### config.mk
export PLATFORM = sky130hd
export DESIGN_NAME = ddp_data_path
export DESIGN_NICKNAME = d
export VERILOG_FILES = /design/src/hdl/ddp_pkg.sv /design/src/hdl/ddp_data_path.sv
export VERILOG_INCLUDE_DIRS = /design/src /design/src/hdl
export SDC_FILE = /design/constraint.sdc
export NUM_CORES = 1
export LEC_CHECK = 0
export ABC_AREA = 1
export BUFFER_PORTS_ARGS = -buffer_cell sky130_fd_sc_hd__buf_2
export CORE_UTILIZATION = 59
export CTS_CLUSTER_DIAMETER = 100
export DETAILED_ROUTE_END_ITERATION = 16
export GPL_TIMING_DRIVEN = 0
export PLACE_DENSITY_LB_ADDON = 0.25
export SLEW_MARGIN = 40
export SYNTH_ARGS = -nofsm -noshare
export SYNTH_HDL_FRONTEND = slang
export SYNTH_SLANG_ARGS = --single-unit
### constraint.sdc
create_clock -name clk -period 4.7 [get_ports clk]
set_clock_uncertainty 0.2 [all_clocks]
set_input_delay 0.705 -clock clk [delete_from_list [all_inputs] [get_ports clk]]
set_output_delay 0.705 -clock clk [all_outputs]
set_load 0.1 [all_outputs]
### src/hdl/ddp_defines.svh
`ifndef DDP_DEFINES_SVH
`define DDP_DEFINES_SVH

// ****************************************
// Disk address field layout
// ****************************************
`define DDP_SEC_LSB 0
`define DDP_SEC_MSB 3
`define DDP_SUR_BIT 4
`define DDP_CYL_LSB 5
`define DDP_CYL_MSB 12
`define DDP_DRV_LSB 13
`define DDP_DRV_MSB 15
`define DDP_SEC_MAX 4'hB
`define DDP_CYL_MAX 8'hCA

// ****************************************
// Reset values, steps, depths and widths
// ****************************************
`define DDP_DA_RST 16'h0000
`define DDP_BA_RST 16'h0000
`define DDP_BA_STEP 16'h0002
`define DDP_FILE_DEPTH 4
`define DDP_FIFO_DEPTH 8
`define DDP_W_NARROW 16
`define DDP_W_WIDE 18

`endif

### src/hdl/ddp_pkg.sv
package ddp_pkg;

	// File transfer sequence: strobe, then done
	typedef enum logic [1:0] {
		SEQ_IDLE = 2'b00,
		SEQ_STROBE = 2'b01,
		SEQ_DONE = 2'b10
	} ddp_seq_t;

endpackage

### src/hdl/ddp_data_path.sv
// Overview of operation
// - Disk address bits 3:0 hold the sector, 0 up to octal 13.
// - Each count-sector pulse advances the disk address to the next sector.
// - Last-sector with count-sector raises change-heads and toggles surface bit 4.
// - Surface wraps to zero after lower surface and cylinder field increments.
// - Bits 12:5 are the cylinder up to octal 312; bits 15:13 pick drive.
// - Init clears bits 15:4; sector bits clear on init or change-heads.
// - Bus address loads by byte strobes, counts by two, clears on init.
// - Transfer-complete adds two to bus address unless inhibit bit is set.
// - Input buffer loads on bus strobe in writes, shifts per bit in reads.
// - Format-mode read shifts the input buffer only during the header.
// - Input-full sets on last read bit or transfer end; file write clears it.
// - Bit counter counts shifts, flags last bit, restarts on next shift.
// - Transfer enable sets on new function, clears on count overflow or stop.
// - Output buffer shifts per write clock bit and loads from the file.
// - Output-full sets on read-done, clears on last bit, transfer end, clear.
// - Data-late sets on overrun or underrun of the buffers; init clears it.
// - File not empty and output empty: load output buffer, then read-done.
// - File not full and input full: write file, then write-done.
// - Two-bit file pointers and occupancy flags give file full and empty.
// - With enable, request bus transfer per buffer state; never in read-check.
// - Count-sector fires when sector-end drops; last-word-done raises it.
// - Cylinder overflow on change-heads with surface set and file not done.
// - Read bit enters the top bit of the input buffer.
`timescale 1ns/1ps
`include "ddp_defines.svh"

module ddp_file import ddp_pkg::*; #(
	parameter int WIDTH = `DDP_W_NARROW,
	parameter int DEPTH = `DDP_FIFO_DEPTH
) (
	// Clock and control
	input wire logic clk,
	input wire logic rstn,
	input wire logic ce,
	input wire logic clear,
	// Fill side
	input wire logic in_valid,
	output logic in_ready,
	input wire logic [WIDTH-1:0] in_data,
	// Drain side
	output logic out_valid,
	input wire logic out_ready,
	output logic [WIDTH-1:0] out_data
);
	localparam int PW = $clog2(DEPTH);
	logic [WIDTH-1:0] mem_q [DEPTH];
	logic [PW-1:0] wp_q, rp_q;
	logic [DEPTH-1:0] occ_q, occ_d;
	logic push, pop;

	assign in_ready = ~&occ_q;
	assign out_valid = |occ_q;
	assign out_data = mem_q[rp_q];
	assign push = in_valid & in_ready;
	assign pop = out_valid & out_ready;

	always_ff @(posedge clk) begin
		if (ce && push) begin
			mem_q[wp_q] <= in_data;
		end
	end

	always_ff @(posedge clk or negedge rstn) begin
		if (!rstn) begin
			wp_q <= '0;
			rp_q <= '0;
		end else if (ce) begin
			if (clear) begin
				wp_q <= '0;
				rp_q <= '0;
			end else begin
				if (push) begin
					wp_q <= PW'(wp_q + 1'b1);
				end
				if (pop) begin
					rp_q <= PW'(rp_q + 1'b1);
				end
			end
		end
	end

	always_comb begin
		occ_d = occ_q;
		for (int i = 0; i < DEPTH; i++) begin
			if (pop && rp_q == PW'(i)) begin
				occ_d[i] = 1'b0;
			end
			if (push && wp_q == PW'(i)) begin
				occ_d[i] = 1'b1;
			end
		end
		if (clear) begin
			occ_d = '0;
		end
	end

	always_ff @(posedge clk or negedge rstn) begin
		if (!rstn) begin
			occ_q <= '0;
		end else if (ce) begin
			occ_q <= occ_d;
		end
	end
endmodule // ddp_file

module ddp_data_path import ddp_pkg::*; #(
	parameter bit WIDE = 1'b0
) (
	// Clock, enable, reset
	input wire logic clk,
	input wire logic rstn,
	input wire logic ce,
	// Clears
	input wire logic init,
	input wire logic general_clear,
	// Function and control bits
	input wire logic func_read,
	input wire logic func_read_check,
	input wire logic func_write,
	input wire logic func_write_check,
	input wire logic format_mode,
	input wire logic inhibit_address_increment,
	input wire logic new_function,
	input wire logic word_count_overflow,
	input wire logic stop_transfers,
	// Bus side
	input wire logic [(WIDE ? 18 : 16)-1:0] bus_data,
	input wire logic bus_data_strobe,
	input wire logic transfer_complete_pulse,
	input wire logic disk_address_load_low,
	input wire logic disk_address_load_high,
	input wire logic bus_address_load_low,
	input wire logic bus_address_load_high,
	// Disk control side
	input wire logic data_major,
	input wire logic header_major,
	input wire logic last_sector,
	input wire logic last_word_done,
	input wire logic file_done,
	input wire logic drive_read_clock,
	input wire logic write_clock,
	input wire logic ser_rd_data,
	// Registers and buffers
	output logic [15:0] disk_address_q,
	output logic [15:0] bus_address_q,
	output logic [(WIDE ? 18 : 16)-1:0] out_buffer_q,
	// Flags and strobes
	output logic data_late_error_q,
	output logic transfer_enable_q,
	output logic transfer_request_q,
	output logic input_buffer_full_q,
	output logic output_buffer_full_q,
	output logic count_sector_pulse_q,
	output logic change_heads_q,
	output logic cylinder_overflow_q
);
	localparam int W = WIDE ? `DDP_W_WIDE : `DDP_W_NARROW;

	// ****************************************
	// Pin synchronisers
	// ****************************************
	logic rck1_q, rck2_q, rck3_q, wck1_q, wck2_q, wck3_q, ser1_q, ser2_q;

	always_ff @(posedge clk or negedge rstn) begin
		if (!rstn) begin
			{rck1_q, rck2_q, rck3_q} <= 3'h0;
			{wck1_q, wck2_q, wck3_q} <= 3'h0;
			{ser1_q, ser2_q} <= 2'h0;
		end else if (ce) begin
			{rck1_q, rck2_q, rck3_q} <= {drive_read_clock, rck1_q, rck2_q};
			{wck1_q, wck2_q, wck3_q} <= {write_clock, wck1_q, wck2_q};
			{ser1_q, ser2_q} <= {ser_rd_data, ser1_q};
		end
	end

	// ****************************************
	// Shift conditions
	// ****************************************
	logic wr_any, rd_any, shift_in, shift_out, last_bit;
	logic [4:0] bit_cnt_q;
	logic fifo_full, fifo_empty, fifo_in_ready, fifo_out_valid;
	logic [W-1:0] in_buffer_q, fifo_data;
	ddp_seq_t wseq_q, rseq_q;

	assign wr_any = func_write | func_write_check;
	assign rd_any = func_read | func_read_check;
	// Header bits only in format mode
	assign shift_in = func_read & rck2_q & ~rck3_q &
		((data_major & ~format_mode) | (header_major & format_mode));
	assign shift_out = wr_any & wck2_q & ~wck3_q & data_major;
	assign last_bit = bit_cnt_q == 5'(W - 1);
	assign fifo_full = ~fifo_in_ready;
	assign fifo_empty = ~fifo_out_valid;

	always_ff @(posedge clk or negedge rstn) begin
		if (!rstn) begin
			bit_cnt_q <= 5'h00;
		end else if (ce) begin
			if (general_clear) begin
				bit_cnt_q <= 5'h00;
			end else if (shift_in || shift_out) begin
				bit_cnt_q <= last_bit ? 5'h00 : 5'(bit_cnt_q + 1'b1);
			end
		end
	end

	// ****************************************
	// Input buffer
	// ****************************************
	always_ff @(posedge clk or negedge rstn) begin
		if (!rstn) begin
			in_buffer_q <= '0;
		end else if (ce) begin
			if (general_clear) begin
				in_buffer_q <= '0;
			end else if (bus_data_strobe && wr_any) begin
				in_buffer_q <= bus_data;
			end else if (shift_in) begin
				in_buffer_q <= {ser2_q, in_buffer_q[W-1:1]};
			end
		end
	end

	// Input full, set wins over clear
	always_ff @(posedge clk or negedge rstn) begin
		if (!rstn) begin
			input_buffer_full_q <= 1'b0;
		end else if (ce) begin
			if ((shift_in && last_bit) || (transfer_complete_pulse && wr_any)) begin
				input_buffer_full_q <= 1'b1;
			end else if (wseq_q == SEQ_DONE || general_clear) begin
				input_buffer_full_q <= 1'b0;
			end
		end
	end

	// ****************************************
	// Four-word file
	// ****************************************
	ddp_file #(
		.WIDTH(W),
		.DEPTH(`DDP_FILE_DEPTH)
	) u_file (
		.clk(clk),
		.rstn(rstn),
		.ce(ce),
		.clear(general_clear),
		.in_valid(wseq_q == SEQ_STROBE),
		.in_ready(fifo_in_ready),
		.in_data(in_buffer_q),
		.out_valid(fifo_out_valid),
		.out_ready(rseq_q == SEQ_STROBE),
		.out_data(fifo_data)
	);

	always_ff @(posedge clk or negedge rstn) begin
		if (!rstn) begin
			wseq_q <= SEQ_IDLE;
		end else if (ce) begin
			case (wseq_q)
				SEQ_IDLE: begin
					if (input_buffer_full_q && !fifo_full && !general_clear) begin
						wseq_q <= SEQ_STROBE;
					end
				end
				SEQ_STROBE: wseq_q <= SEQ_DONE;
				default: wseq_q <= SEQ_IDLE;
			endcase
		end
	end

	always_ff @(posedge clk or negedge rstn) begin
		if (!rstn) begin
			rseq_q <= SEQ_IDLE;
		end else if (ce) begin
			case (rseq_q)
				SEQ_IDLE: begin
					if (!fifo_empty && !output_buffer_full_q && !general_clear) begin
						rseq_q <= SEQ_STROBE;
					end
				end
				SEQ_STROBE: rseq_q <= SEQ_DONE;
				default: rseq_q <= SEQ_IDLE;
			endcase
		end
	end

	// ****************************************
	// Output buffer
	// ****************************************
	logic tcp_q;

	always_ff @(posedge clk or negedge rstn) begin
		if (!rstn) begin
			out_buffer_q <= '0;
			tcp_q <= 1'b0;
		end else if (ce) begin
			tcp_q <= transfer_complete_pulse;
			// Load from file, else shift toward bit 0
			if (rseq_q == SEQ_STROBE) begin
				out_buffer_q <= fifo_data;
			end else if (shift_out) begin
				out_buffer_q <= {1'b0, out_buffer_q[W-1:1]};
			end
		end
	end

	always_ff @(posedge clk or negedge rstn) begin
		if (!rstn) begin
			output_buffer_full_q <= 1'b0;
		end else if (ce) begin
			if (rseq_q == SEQ_DONE) begin
				output_buffer_full_q <= 1'b1;
			end else if (general_clear || (shift_out && last_bit) ||
				(func_read && tcp_q && !transfer_complete_pulse)) begin
				output_buffer_full_q <= 1'b0;
			end
		end
	end

	always_ff @(posedge clk or negedge rstn) begin
		if (!rstn) begin
			data_late_error_q <= 1'b0;
		end else if (ce) begin
			if ((shift_in && input_buffer_full_q) || (shift_out && !output_buffer_full_q)) begin
				data_late_error_q <= 1'b1;
			end else if (init) begin
				data_late_error_q <= 1'b0;
			end
		end
	end

	// ****************************************
	// Bus transfer requests
	// ****************************************
	// Transfer enable
	always_ff @(posedge clk or negedge rstn) begin
		if (!rstn) begin
			transfer_enable_q <= 1'b0;
		end else if (ce) begin
			if (new_function) begin
				transfer_enable_q <= 1'b1;
			end else if (word_count_overflow || stop_transfers) begin
				transfer_enable_q <= 1'b0;
			end
		end
	end

	always_ff @(posedge clk or negedge rstn) begin
		if (!rstn) begin
			transfer_request_q <= 1'b0;
		end else if (ce) begin
			transfer_request_q <= transfer_enable_q &
				((wr_any & ~input_buffer_full_q) | (func_read & output_buffer_full_q));
		end
	end

	// ****************************************
	// Sector sequencing
	// ****************************************
	logic sector_end_q, se_drop, ch_now;

	assign se_drop = (rd_any & fifo_empty & ~output_buffer_full_q) |
		(wr_any & fifo_full & input_buffer_full_q) | ~transfer_enable_q;
	assign ch_now = count_sector_pulse_q & last_sector;

	always_ff @(posedge clk or negedge rstn) begin
		if (!rstn) begin
			sector_end_q <= 1'b0;
			count_sector_pulse_q <= 1'b0;
		end else if (ce) begin
			sector_end_q <= last_word_done | (sector_end_q & ~se_drop);
			count_sector_pulse_q <= sector_end_q & se_drop & ~last_word_done;
		end
	end

	// Change heads and cylinder overflow strobes
	always_ff @(posedge clk or negedge rstn) begin
		if (!rstn) begin
			change_heads_q <= 1'b0;
			cylinder_overflow_q <= 1'b0;
		end else if (ce) begin
			change_heads_q <= ch_now;
			cylinder_overflow_q <= ch_now & disk_address_q[`DDP_SUR_BIT] & ~file_done;
		end
	end

	// ****************************************
	// Disk address register
	// ****************************************
	always_ff @(posedge clk or negedge rstn) begin
		if (!rstn) begin
			disk_address_q <= `DDP_DA_RST;
		end else if (ce) begin
			if (init) begin
				disk_address_q <= `DDP_DA_RST;
			// Byte loads set sector, surface, cylinder and drive
			end else if (disk_address_load_low || disk_address_load_high) begin
				if (disk_address_load_low) begin
					disk_address_q[7:0] <= bus_data[7:0];
				end
				if (disk_address_load_high) begin
					disk_address_q[15:8] <= bus_data[15:8];
				end
			end else if (ch_now) begin
				disk_address_q[`DDP_SEC_MSB:`DDP_SEC_LSB] <= 4'h0;
				disk_address_q[`DDP_CYL_MSB:`DDP_SUR_BIT] <=
					9'(disk_address_q[`DDP_CYL_MSB:`DDP_SUR_BIT] + 1'b1);
			end else if (count_sector_pulse_q) begin
				disk_address_q[`DDP_SEC_MSB:`DDP_SEC_LSB] <=
					4'(disk_address_q[`DDP_SEC_MSB:`DDP_SEC_LSB] + 1'b1);
			end
		end
	end

	// ****************************************
	// Bus address register
	// ****************************************
	always_ff @(posedge clk or negedge rstn) begin
		if (!rstn) begin
			bus_address_q <= `DDP_BA_RST;
		end else if (ce) begin
			// Clear, byte loads, count by two
			if (init) begin
				bus_address_q <= `DDP_BA_RST;
			end else if (bus_address_load_low || bus_address_load_high) begin
				if (bus_address_load_low) begin
					bus_address_q[7:0] <= bus_data[7:0];
				end
				if (bus_address_load_high) begin
					bus_address_q[15:8] <= bus_data[15:8];
				end
			end else if (transfer_complete_pulse && !inhibit_address_increment) begin
				bus_address_q <= 16'(bus_address_q + `DDP_BA_STEP);
			end
		end
	end

	logic no_da_load;
	assign no_da_load = ~init & ~disk_address_load_low & ~disk_address_load_high;
endmodule // ddp_data_path

---- Word-level counts from Yosys, hierarchy flattened ----
Memories as Yosys holds them, arrays and structs flattened.
Index checks and enable logic that the tools add are counted.
W data, S select, Z words.
storage, ports and cells
  register bits ........................... 99
  memory bits (writable) .................. 64
  memories kept ........................... 1
memories
  name          words  width  read ports  clocked after memory_dff  wr ports  line                 text
  u_file.mem_q  4      16     1           0                         1         ddp_data_path.sv:47  logic [WIDTH-1:0] mem_q [DEPTH];
operators by class
  $add $sub $neg .......................... 6
  bitwise operators ....................... 40
  equal/unequal tests ..................... 17
  muxes and demuxes ....................... 48
  reduce and logical (&&, ||, !) cells .... 81
operators by type and width
  operator                 number
  $mux W16                 9
  $mux W8                  4
  $reduce_and A2 Y1        15
  $and A1 B1 Y1            23
  $logic_and A1 B1 Y1      22
  $reduce_bool A3 Y1       7
  $reduce_bool A2 Y1       10
  $mux W1                  18
  $reduce_and A3 Y1        6
  $add A16 B2 Y16 const B  1
  $mux W5                  3
  $mux W13                 1
  $eq A2 B2 Y1 const B     6
  $mux W2                  6
  $mux W4                  3
  $ne A3 B3 Y1 const B     4
  $not A1 Y1               10
  $add A9 B1 Y9 const B    1
  $logic_or A1 B1 Y1       9
  $mux W9                  1
  $eq A2 B1 Y1 const B     4
  $logic_not A2 Y1         4
  $pmux W2 S2              2
  $or A1 B1 Y1             7
  other kinds (10)         16

---- Longest topological paths before layout ----
Gate-level depths: netlist of the first run.
  depth after elaboration ................. 9
  depth in mapped cells ................... 9
  gate-level depth less buffers ........... 9

---- By module ----
From an unflattened synthesis of the first run, not the netlist that was laid out.
second synthesis, totals
  cell total of the unflattened synthesis .. 928
  area, all modules ....................... 7,975.1 µm²
by module, submodules not included
  module         area each (µm²)  cells an instance  times used  seq. area each (µm²)
  ddp_data_path  5,058.6          702                1           2,277.2
  ddp_file       2,916.5          226                1           2,122.0

---- Worst setup path before layout of the first run ----
OpenSTA, ideal clock, no wires.
  kind .................................... input to register
  start point ............................. input ce
  end point ............................... memory u_file.mem_q[0][0] (netlist bit), enable pin
  slack ................................... 2.282 ns
  required time ........................... 4.111 ns
  library setup time ...................... 0.389 ns
  data arrival time ....................... 1.830 ns
  stages on the path ...................... 4
  cells stage by stage .................... buf_4 clkbuf_8 nand2_1 nor2_1
between the ends
  word-level cells in the longest chain between the ends .. 3
ends and longest elaborated chain
  element                        line                  text
  start, declared                ddp_data_path.sv:113  input wire logic ce,
  $logic_and A1 B1 Y1            ddp_data_path.sv:59   if (ce && push) begin
  $mux W1                        ddp_data_path.sv:59
  $mux W1 (not written as such)  ddp_data_path.sv:60   mem_q[wp_q] <= in_data;
  end, declared                  ddp_data_path.sv:47
Every way passes these cells.

---- Final worst setup path of the first run ----
  start point ............................. register input_buffer_full_q
  end point ............................... output input_buffer_full_q
RTL lines
  element                 line                  text
  start, declared         ddp_data_path.sv:152  output logic input_buffer_full_q,
  start signal, assigned  ddp_data_path.sv:228  input_buffer_full_q <= 1'b0;
  start signal, assigned  ddp_data_path.sv:231  input_buffer_full_q <= 1'b1;
  start signal, assigned  ddp_data_path.sv:233  input_buffer_full_q <= 1'b0;
No word-level cell between the ends.

==> out/results.txt, run 1 <==
Crit. End Element = output pin
Sinks on Clock Net = 163
routed metal-1 wirelength = 8.194 mm
vias per cell = 5.459
Synth Register Bits = 163
layout cells sized above 1 = 0.1701
reg2reg start = wseq_q[1]
Buf/Inv on CP = 1
hpwl dp = 13.36 mm
fmax = 0.4384 GHz
ranking of synthesized cells by area = dfrtp_1 (31%), edfxtp_1 (24%), nand2_1 (15%)
multiplexer area fraction after synthesis = 0.001244
number of CTS-inserted buffers = 17
area grow syn2layout = 16.66%
Routed WL per cell = 15.29 um
Global Route Usage Sum = 0.2878
Data arrival, critical path = 1.38 ns
Initial Utilization = 0.6050
fraction of the mapped netlist area in adder cells = 0.01867
period utilization = 0.4853
slowest CP cell = buf_2
final setup fails = 0
initial DRC count = 563
H-Tree Depth = 4
NumNets Final = 1125
initial antenna violation count = 0
min cycle time layout = 2.281 ns
status = finished, final reports clean
cell taking the most area after synthesis = dfrtp_1
crit path kind = reg -> out
switching power = 1.836 mW
metal3 WL = 1.402 mm
clock power share = 0.290
Worst Hold Launch = file_done
internal power = 2.668 mW
DRT antenna net count = 0
Syn Area/Cell = 8.458 um2
CP delay by family, top = buffers and inverters
Logic pwr share = 0.312
P_leak = 4.451 nW
Simple-Gate Fraction of Synth Area = 0.2873
Worst Setup Start Kind = register
postcts setup bufs = 0
Post-Syn Area = 8044 um2
first-pass GRT wire length = 31.32 mm
post-synth net total = 1007
ant diodes = 0
post-synthesis sequential area ratio = 0.5469
largest family of logic cells by synthesized area = simple AND/OR/NAND/NOR gates
Die H = 118.8 um
CTS tree = yes
die width = 118.8 um
max incr delay on CP = 0.48 ns
largest net degree at the start of global routing = 51
CTS max path bufs = 2
post-synth top area share = 0.3080
Sw Ratio = 0.4076
Synth warnings = 0
Reg2Reg Depth = 5
Worst Hold End = cylinder_overflow_q
commonest cells after routing, fill and taps aside = nand2_1 (327), buf_2 (113), nand3_1 (104), dfrtp_1 (99), nor2_1 (86)
CORE AREA = 13300 um2
Root Buffer = clkbuf_16
WP data required = 3.80 ns
setup TNS = 0 ns
Clock Latency Late Sink = 0.43 ns
Post-Route WL = 19.24 mm
IO buf count = 97
Post-Synth XOR/XNOR Area = 0.006533
highest metal used = met4
Peak VDD IR = 0.3137 mV
max cap viols = 0
Worst Hold Class = in -> reg
post-synthesis cell count = 951
gr ovfl total = 0
worst hold slack = 0.2488 ns
dominant synthesized flop cell = dfrtp_1
post-synthesis compound-gate area fraction = 0.07793
Rows = 42
Detailed Routing Iterations Pass 1 = 7
r2r endpoint = u_file.mem_q[3][9]
final hold violations = 0
slew margin rel. = 0.6446
Via Count = 6868
asr flop ratio synth = 0.6074
total die area = 14110 um2
final core utilization = 0.7058
routed wl met2 = 9.133 mm
GP Congestion = 0.9595
Worst Path Max Fanout = 6
unrepaired setup endpoints after global routing = no
I/O pins = 100
Max Slew Vio Count = 0
Slew @ Worst Pin = 0.5319 ns
Post-synth EDFFs = 64
Sequential Power Share = 0.397
clock transition at the registers of the reported paths = 0.06 ns
Pwr Density = 480.0 nW/um2
count of cell types in the netlist = 42
setup slack at placement = 2.042 ns
R2R Setup Slk = 2.64 ns
worst-path cell chain = buf_2
vias in the first global route = 6399
DRC errors left = 0
fin worst setup slack = 2.419 ns
hold path cells = 2
commonest non-fill, non-tap cell in the layout = nand2_1
## timing repair
item	CTS	global route
setup endpoints to repair	0	0
hold buffers	1	0
hold endpoints to repair	28	0
resized for setup	0	0
## flip-flops by register name, indices dropped and copies added (netlist names), 2 cells and up
| signal | flops |
|---|---|
| bit_cnt_q | 5 |
| bus_address_q | 16 |
| disk_address_q | 16 |
| in_buffer_q | 16 |
| out_buffer_q | 16 |
| rseq_q | 2 |
| u_file.mem_q | 64 |
| u_file.occ_q | 4 |
| u_file.rp_q | 2 |
| u_file.wp_q | 2 |
| wseq_q | 2 |
## through the flow
| step | area [um2] | std cells | power, mW |
|---|---|---|---|
| floorplan | 8044 | 951 | 2.898 |
| global placement | 8750 | 1224 | 3.179 |
| detailed placement | 8807 | 1225 | 3.206 |
| CTS | 9374 | 1258 | 4.509 |
| global route | 9384 | 1258 | 4.680 |
| finish | 9384 | 1258 | 4.505 |
## cell usage after synthesis, types with 3 or more instances
master and instances:
ha_1 12, nand2_2 3, inv_2 6, edfxtp_1 64, inv_1 60, a21oi_1 8, nand3_1 104, dfrtp_1 99
buf_2 17, o211ai_1 4, buf_4 4, nand3b_1 3, nor3_1 3, o21ai_1 9, nand4_1 9, buf_6 4
o21ai_0 84, clkbuf_8 4, xor2_1 5, clkbuf_1 3, nand2_1 327, nor2_1 90, nor2_2 4
## how the worst max path moves through the flow
stage,from,to,slack (ns),cells past startpoint
after floorplan,ce,u_file.mem_q[0][0],2.28,4
after global placement,rstn,disk_address_q[11],1.64,1
after detailed placement,ce,u_file.mem_q[1][8],2.04,4
after CTS,bus_address_q[11],bus_address_q[11],2.42,1
after global routing,input_buffer_full_q,input_buffer_full_q,2.39,1
final,input_buffer_full_q,input_buffer_full_q,2.42,1
## worst reg2reg max path: cells and delay by family, from the launching register on
| kind | cells | cell delay [ns] |
|---|---|---|
| DFF | 1 | 0.40 |
| buffers and inverters | 1 | 0.08 |
| and+or+nand+nor | 4 | 1.02 |
## layer usage
metal	up-vias	global-route usage
met5	-	0
li1	3370	-
met4	0	0.1290
met1	3161	0.3650
met2	286	0.4730
met3	51	0.06371
## logic make-up after synthesis
| family | Yosys count |
|---|---|
| mux | 1 |
| compound gates | 116 |
| fa+ha+maj | 12 |
| simple gates | 551 |
| buf+inv | 102 |
| flops | 163 |
| xor+xnor | 6 |
## cell type report
cell class | count | area (um2)
sequential | 163 | 4399
fill | 1023 | 3911
multi-input combinational | 686 | 3181
timing repair buffer | 99 | 533.0
clock buffer | 20 | 446.7
inverter | 66 | 247.7
buffer | 36 | 246.5
tap | 176 | 220.2
clock inverter | 12 | 110.1
## power by group through the flow
stage | Combinational (mW) | Clock [mW] | Sequential, mW
floorplan | 0.442 | 0 | 2.46
global placement | 1.37 | 0 | 1.81
detailed placement | 1.40 | 0 | 1.81
CTS | 1.41 | 1.32 | 1.79
global route | 1.50 | 1.37 | 1.81
finish | 1.41 | 1.31 | 1.79
Note: power is estimated with default switching activity, not from simulation.
==> run 2, diff against run 1 <==
- ABC_AREA: 1 -> 0
- CORE_UTILIZATION: 59 -> 58
- clock period: 4.7 -> 2.4 ns (I/O delays scaled with it)
==> out/results.txt, run 2 <==
status = finished, final reports clean
Root Buffer = clkbuf_16
CTS tree = yes
asr flop ratio synth = 0.6074
Peak VDD IR = 0.6010 mV
commonest non-fill, non-tap cell in the layout = buf_2
total die area = 13770 um2
Synth top cells by count = dfrtp_1 (99), edfxtp_1 (64), o21ai_0 (46), nand2_1 (28), o2bb2ai_1 (28)
Data arrival, critical path = 2.16 ns
cell taking the most area after synthesis = dfrtp_1
initial DRC count = 606
Largest Register = u_file.mem_q
commonest cells after routing, fill and taps aside = buf_2 (113), dfrtp_1 (98), edfxtp_1 (64), o21ai_0 (45)
setup TNS = 0 ns
NumNets Final = 791
Sinks on Clock Net = 163
DRT antenna net count = 0
post-synth net total = 665
Detailed Routing Iterations Pass 1 = 5
Worst Path Max Fanout = 16
ant diodes = 0
unrepaired setup endpoints after global routing = no
Pwr Density = 982.5 nW/um2
GP Congestion = 0.9209
IO buf count = 98
slew margin rel. = 0.4502
Worst Setup Start Kind = register
die width = 117.4 um
worst hold slack = 0.02572 ns
number of CTS-inserted buffers = 17
max cap viols = 0
Synth Register Bits = 163
first-pass GRT wire length = 32.22 mm
Rows = 41
Routed WL per cell = 21.68 um
largest net degree at the start of global routing = 76
max reg flops = 64
CORE AREA = 12770 um2
post-synthesis sequential area ratio = 0.5700
H-Tree Depth = 4
fin worst setup slack = 0.1048 ns
area grow syn2layout = 18.27%
count of cell types in the netlist = 63
gr ovfl total = 0
post-route cell area = 9128 um2
Post-synth EDFFs = 64
Post-Syn Area = 7717 um2
crit path kind = reg -> reg
post-synthesis cell count = 609
vias per cell = 6.452
Worst Hold Class = in -> reg
Max Slew Vio Count = 0
fmax = 0.4357 GHz
Via Count = 5936
WP data required = 2.26 ns
clock transition at the registers of the reported paths = 0.07 ns
Global Route Usage Sum = 0.3065
initial antenna violation count = 0
slowest CP cell = and3_1
Post-Route WL = 19.95 mm
Crit. End Element = register
ranking of synthesized cells by area = dfrtp_1 (32%), edfxtp_1 (25%), mux4_2 (4.7%)
max incr delay on CP = 0.73 ns
CTS max path bufs = 2
Synth warnings = 0
most common cell in the netlist = dfrtp_1
DRC errors left = 0
setup slack at placement = 0.1020 ns
final hold violations = 0
hpwl dp = 13.74 mm
post-synth top area share = 0.3210
Die H = 117.4 um
period utilization = 0.9563
Clock Latency Late Sink = 0.44 ns
min cycle time layout = 2.295 ns
Slew @ Worst Pin = 0.8246 ns
P_leak = 3.849 nW
Syn Area/Cell = 12.67 um2
worst-path cell chain = nor2b_1, and2_1, and3_1
Placed Area = 8462 um2
vias in the first global route = 5984
layout cells sized above 1 = 0.2647
dominant synthesized flop cell = dfrtp_1
Initial Utilization = 0.6042
final core utilization = 0.7146
final setup fails = 0
I/O pins = 100
[run 2: cell families after synthesis]
family | after synthesis | share of synthesized area
AND/OR/NAND/NOR | 160 | 0.1192
AO/OA/AOI/OAI | 179 | 0.1709
flip-flops | 163 | 0.5700
multiplexers | 46 | 0.08739
adder cells (fa/ha/maj) | 12 | 0.01945
buffers and inverters | 49 | 0.03307
[run 2: routing by layer]
| metal | up-vias | wire length [um] | global-route usage |
|---|---|---|---|
| met5 | - | 0 | 0 |
| met3 | 37 | 1337 | 0.07393 |
| li1 | 2657 | - | - |
| met2 | 252 | 9700 | 0.4919 |
| met1 | 2990 | 8476 | 0.4043 |
| met4 | 0 | 431 | 0.1177 |
[run 2: per-stage QoR]
stage | total power, mW | instances
floorplan | 5.643 | 609
global placement | 6.163 | 879
detailed placement | 6.246 | 880
CTS | 8.984 | 919
global route | 9.264 | 920
finish | 8.968 | 920
[run 2: layout make-up]
| cell class | instances | area, um2 |
|---|---|---|
| Fill cell | 882 | 3646 |
| Buffer | 36 | 206.4 |
| Timing Repair Buffer | 107 | 609.3 |
| Tap cell | 172 | 215.2 |
| Clock inverter | 15 | 156.4 |
| Clock buffer | 17 | 425.4 |
| Multi-Input combinational cell | 397 | 3065 |
| Inverter | 13 | 48.80 |
| Sequential cell | 163 | 4400 |
[run 2: critical path, delay by kind of cell (launching register included)]
family	cells	cell delay (ns)
and+or+nand+nor	3	1.34
DFF	1	0.38
[run 2: repair_timing]
item                      in CTS  in global routing
hold endpoints to repair     105                  0
gates resized for setup        0                  0
setup buffers                  0                  0
hold buffers                   7                  0
[run 2: report_power, final]
part	internal, mW	switching [mW]
Clock	1.48	1.26
Combinational	0.688	2.03
Sequential	3.21	0.302
[run 2: path summary, 6_finish.rpt]
kind                                         start                  end  slack (ns)  cells past startpoint
setup reg to reg                         wseq_q[0]  u_file.mem_q[1][13]        0.10                      3
min in group asynchronous                     rstn     out_buffer_q[14]        0.14                      2
hold reg to reg                 transfer_request_q   transfer_request_q        0.31                      1
max in group asynchronous                     rstn     bus_address_q[5]        1.22                      3
setup / recovery                         wseq_q[0]  u_file.mem_q[1][13]        0.10                      3
hold / removal             transfer_complete_pulse                tcp_q        0.03                      2
==> run 3, diff against run 2 <==
- CAP_MARGIN: not set -> 10
- SYNTH_HIERARCHICAL: not set -> 1
==> out/results.txt, run 3 <==
status = finished, final reports clean
largest net degree at the start of global routing = 53
Pwr Density = 964.4 nW/um2
reg2reg start = rseq_q[1]
commonest cells after routing, fill and taps aside = buf_2 (106), dfrtp_1 (95), edfxtp_1 (64), mux2_2 (59), nand2_1 (57)
Via Count = 5852
Crit. End Element = register
most common cell in the netlist = dfrtp_1
Detailed Routing Iterations Pass 1 = 5
CTS tree = yes
NumNets Final = 813
post-route cell area = 9285 um2
DRT antenna net count = 0
GP Congestion = 0.9079
Root Buffer = clkbuf_16
number of CTS-inserted buffers = 17
Global Route Usage Sum = 0.2877
max reg flops = 64
post-synth top area share = 0.3150
Peak VDD IR = 0.5123 mV
area grow syn2layout = 18.07%
max cap viols = 0
total die area = 14030 um2
count of cell types in the netlist = 68
unrepaired setup endpoints after global routing = no
WP data required = 2.50 ns
Placed Area = 8622 um2
clock transition at the registers of the reported paths = 0.06 ns
Worst Setup Start Kind = register
initial DRC count = 466
Max Slew Vio Count = 0
IO buf count = 98
ranking of synthesized cells by area = dfrtp_1 (32%), edfxtp_1 (24%), mux2_2 (8.4%)
Worst Hold Launch = last_sector
Sinks on Clock Net = 163
Post-Syn Area = 7864 um2
DRC errors left = 0
post-synthesis cell count = 632
cell taking the most area after synthesis = dfrtp_1
slew margin rel. = 0.4756
period utilization = 0.9278
initial antenna violation count = 0
vias in the first global route = 5710
CTS max path bufs = 2
CORE AREA = 13240 um2
post-synth net total = 688
CP Launch Point = rseq_q[1]
fmax = 0.4491 GHz
final hold violations = 0
commonest non-fill, non-tap cell in the layout = buf_2
final setup fails = 0
Initial Utilization = 0.5938
Worst Path Max Fanout = 10
Synth Register Bits = 163
Slew @ Worst Pin = 0.7799 ns
dominant synthesized flop cell = dfrtp_1
layout cells sized above 1 = 0.3156
Data arrival, critical path = 2.33 ns
Synth warnings = 6
crit path kind = reg -> reg
Routed WL per cell = 20.33 um
hpwl dp = 13.44 mm
Post-Route WL = 19.23 mm
die width = 118.4 um
final core utilization = 0.7012
Synth top cells by count = dfrtp_1 (99), edfxtp_1 (64), mux2_2 (59), nand2_1 (57), o21ai_0 (36)
Post-synth EDFFs = 64
fin worst setup slack = 0.1732 ns
H-Tree Depth = 4
setup slack at placement = 0.01829 ns
asr flop ratio synth = 0.6074
Largest Register = u_file/mem_q
gr ovfl total = 0
ant diodes = 0
I/O pins = 100
Die H = 118.4 um
first-pass GRT wire length = 30.80 mm
P_leak = 3.884 nW
setup TNS = 0 ns
Rows = 42
vias per cell = 6.186
Syn Area/Cell = 12.44 um2
post-synthesis sequential area ratio = 0.5594
Clock Latency Late Sink = 0.43 ns
min cycle time layout = 2.227 ns
Worst Hold Class = in -> reg
[run 3: cell count changes after synthesis, moves of 10 or more]
cell       change
a221o_1       -13
mux2_2        +48
mux2i_1       -15
and4_1        -15
o21ai_0       -10
o2bb2ai_1     -15
a21oi_1       +12
nand2_1       +29
[run 3: path summary, 6_finish.rpt]
| check | endpoint | slack [ns] | cells after the start |
|---|---|---|---|
| max | u_file/occ_q[3] | 0.17 | 5 |
| min | change_heads_q | 0.05 | 3 |
| max reg2reg | u_file/occ_q[3] | 0.17 | 5 |
| min reg2reg | cylinder_overflow_q | 0.29 | 1 |
| max in group asynchronous | bus_address_q[9] | 1.17 | 3 |
| min in group asynchronous | out_buffer_q[11] | 0.24 | 2 |
[run 3: layout make-up]
| type | instances | area (um2) |
|---|---|---|
| sequential | 163 | 4404 |
| fill | 960 | 3958 |
| multi-input combinational | 424 | 3252 |
| timing repair buffer | 106 | 598.1 |
| clock buffer | 18 | 439.2 |
| tap | 176 | 220.2 |
| buffer | 33 | 182.7 |
| clock inverter | 14 | 143.9 |
| inverter | 12 | 45.04 |
[run 3: repair_timing]
action / 4_1_cts / 5_1_grt
hold buffers: 7 / 0
setup buffers: 0 / 0
gates resized for setup: 1 / 3
endpoints found under the hold margin: 58 / 0
endpoints found under the setup margin: 1 / 48
[run 3: where the power goes]
part,switching [mW],internal (mW),total (mW)
combinational,2.01,0.678,2.69
clock,1.18,1.49,2.67
sequential,0.333,3.26,3.60
[run 3: kinds of logic after synthesis]
logic type               count (synthesis)  share of synthesized area
AO/OA/AOI/OAI                          159                     0.1395
XOR/XNOR                                 2                   0.002228
adder cells (fa/ha/maj)                 12                    0.01909
buffers and inverters                   45                    0.02896
flip-flops                             163                     0.5594
multiplexers                            79                     0.1373
AND/OR/NAND/NOR                        172                     0.1134
[run 3: per-layer routing]
metal	wire length, um	track usage	vias up
met5	0	0	-
met4	436	0.1028	0
met3	1319	0.06757	44
met2	9473	0.4706	229
met1	8002	0.3777	2902
li1	-	-	2677
[run 3: critical path: stages (launching register included)]
cell and delay (ns):
dfrtp_1 0.44, nor2_4 0.35, buf_2 0.34, o41a_1 0.32, nand3_1 0.13, a32o_1 0.32
[run 3: through the flow]
step | hold WS, ns | total power, mW | cells
3_3_place_gp | 0.2615 | 6.208 | 906
2_1_floorplan | -0.1356 | 5.712 | 632
3_5_place_dp | 0.1011 | 6.298 | 907
4_1_cts | 0.03667 | 8.977 | 946
6_report | 0.04581 | 8.954 | 946
5_1_grt | 0.05646 | 9.264 | 946
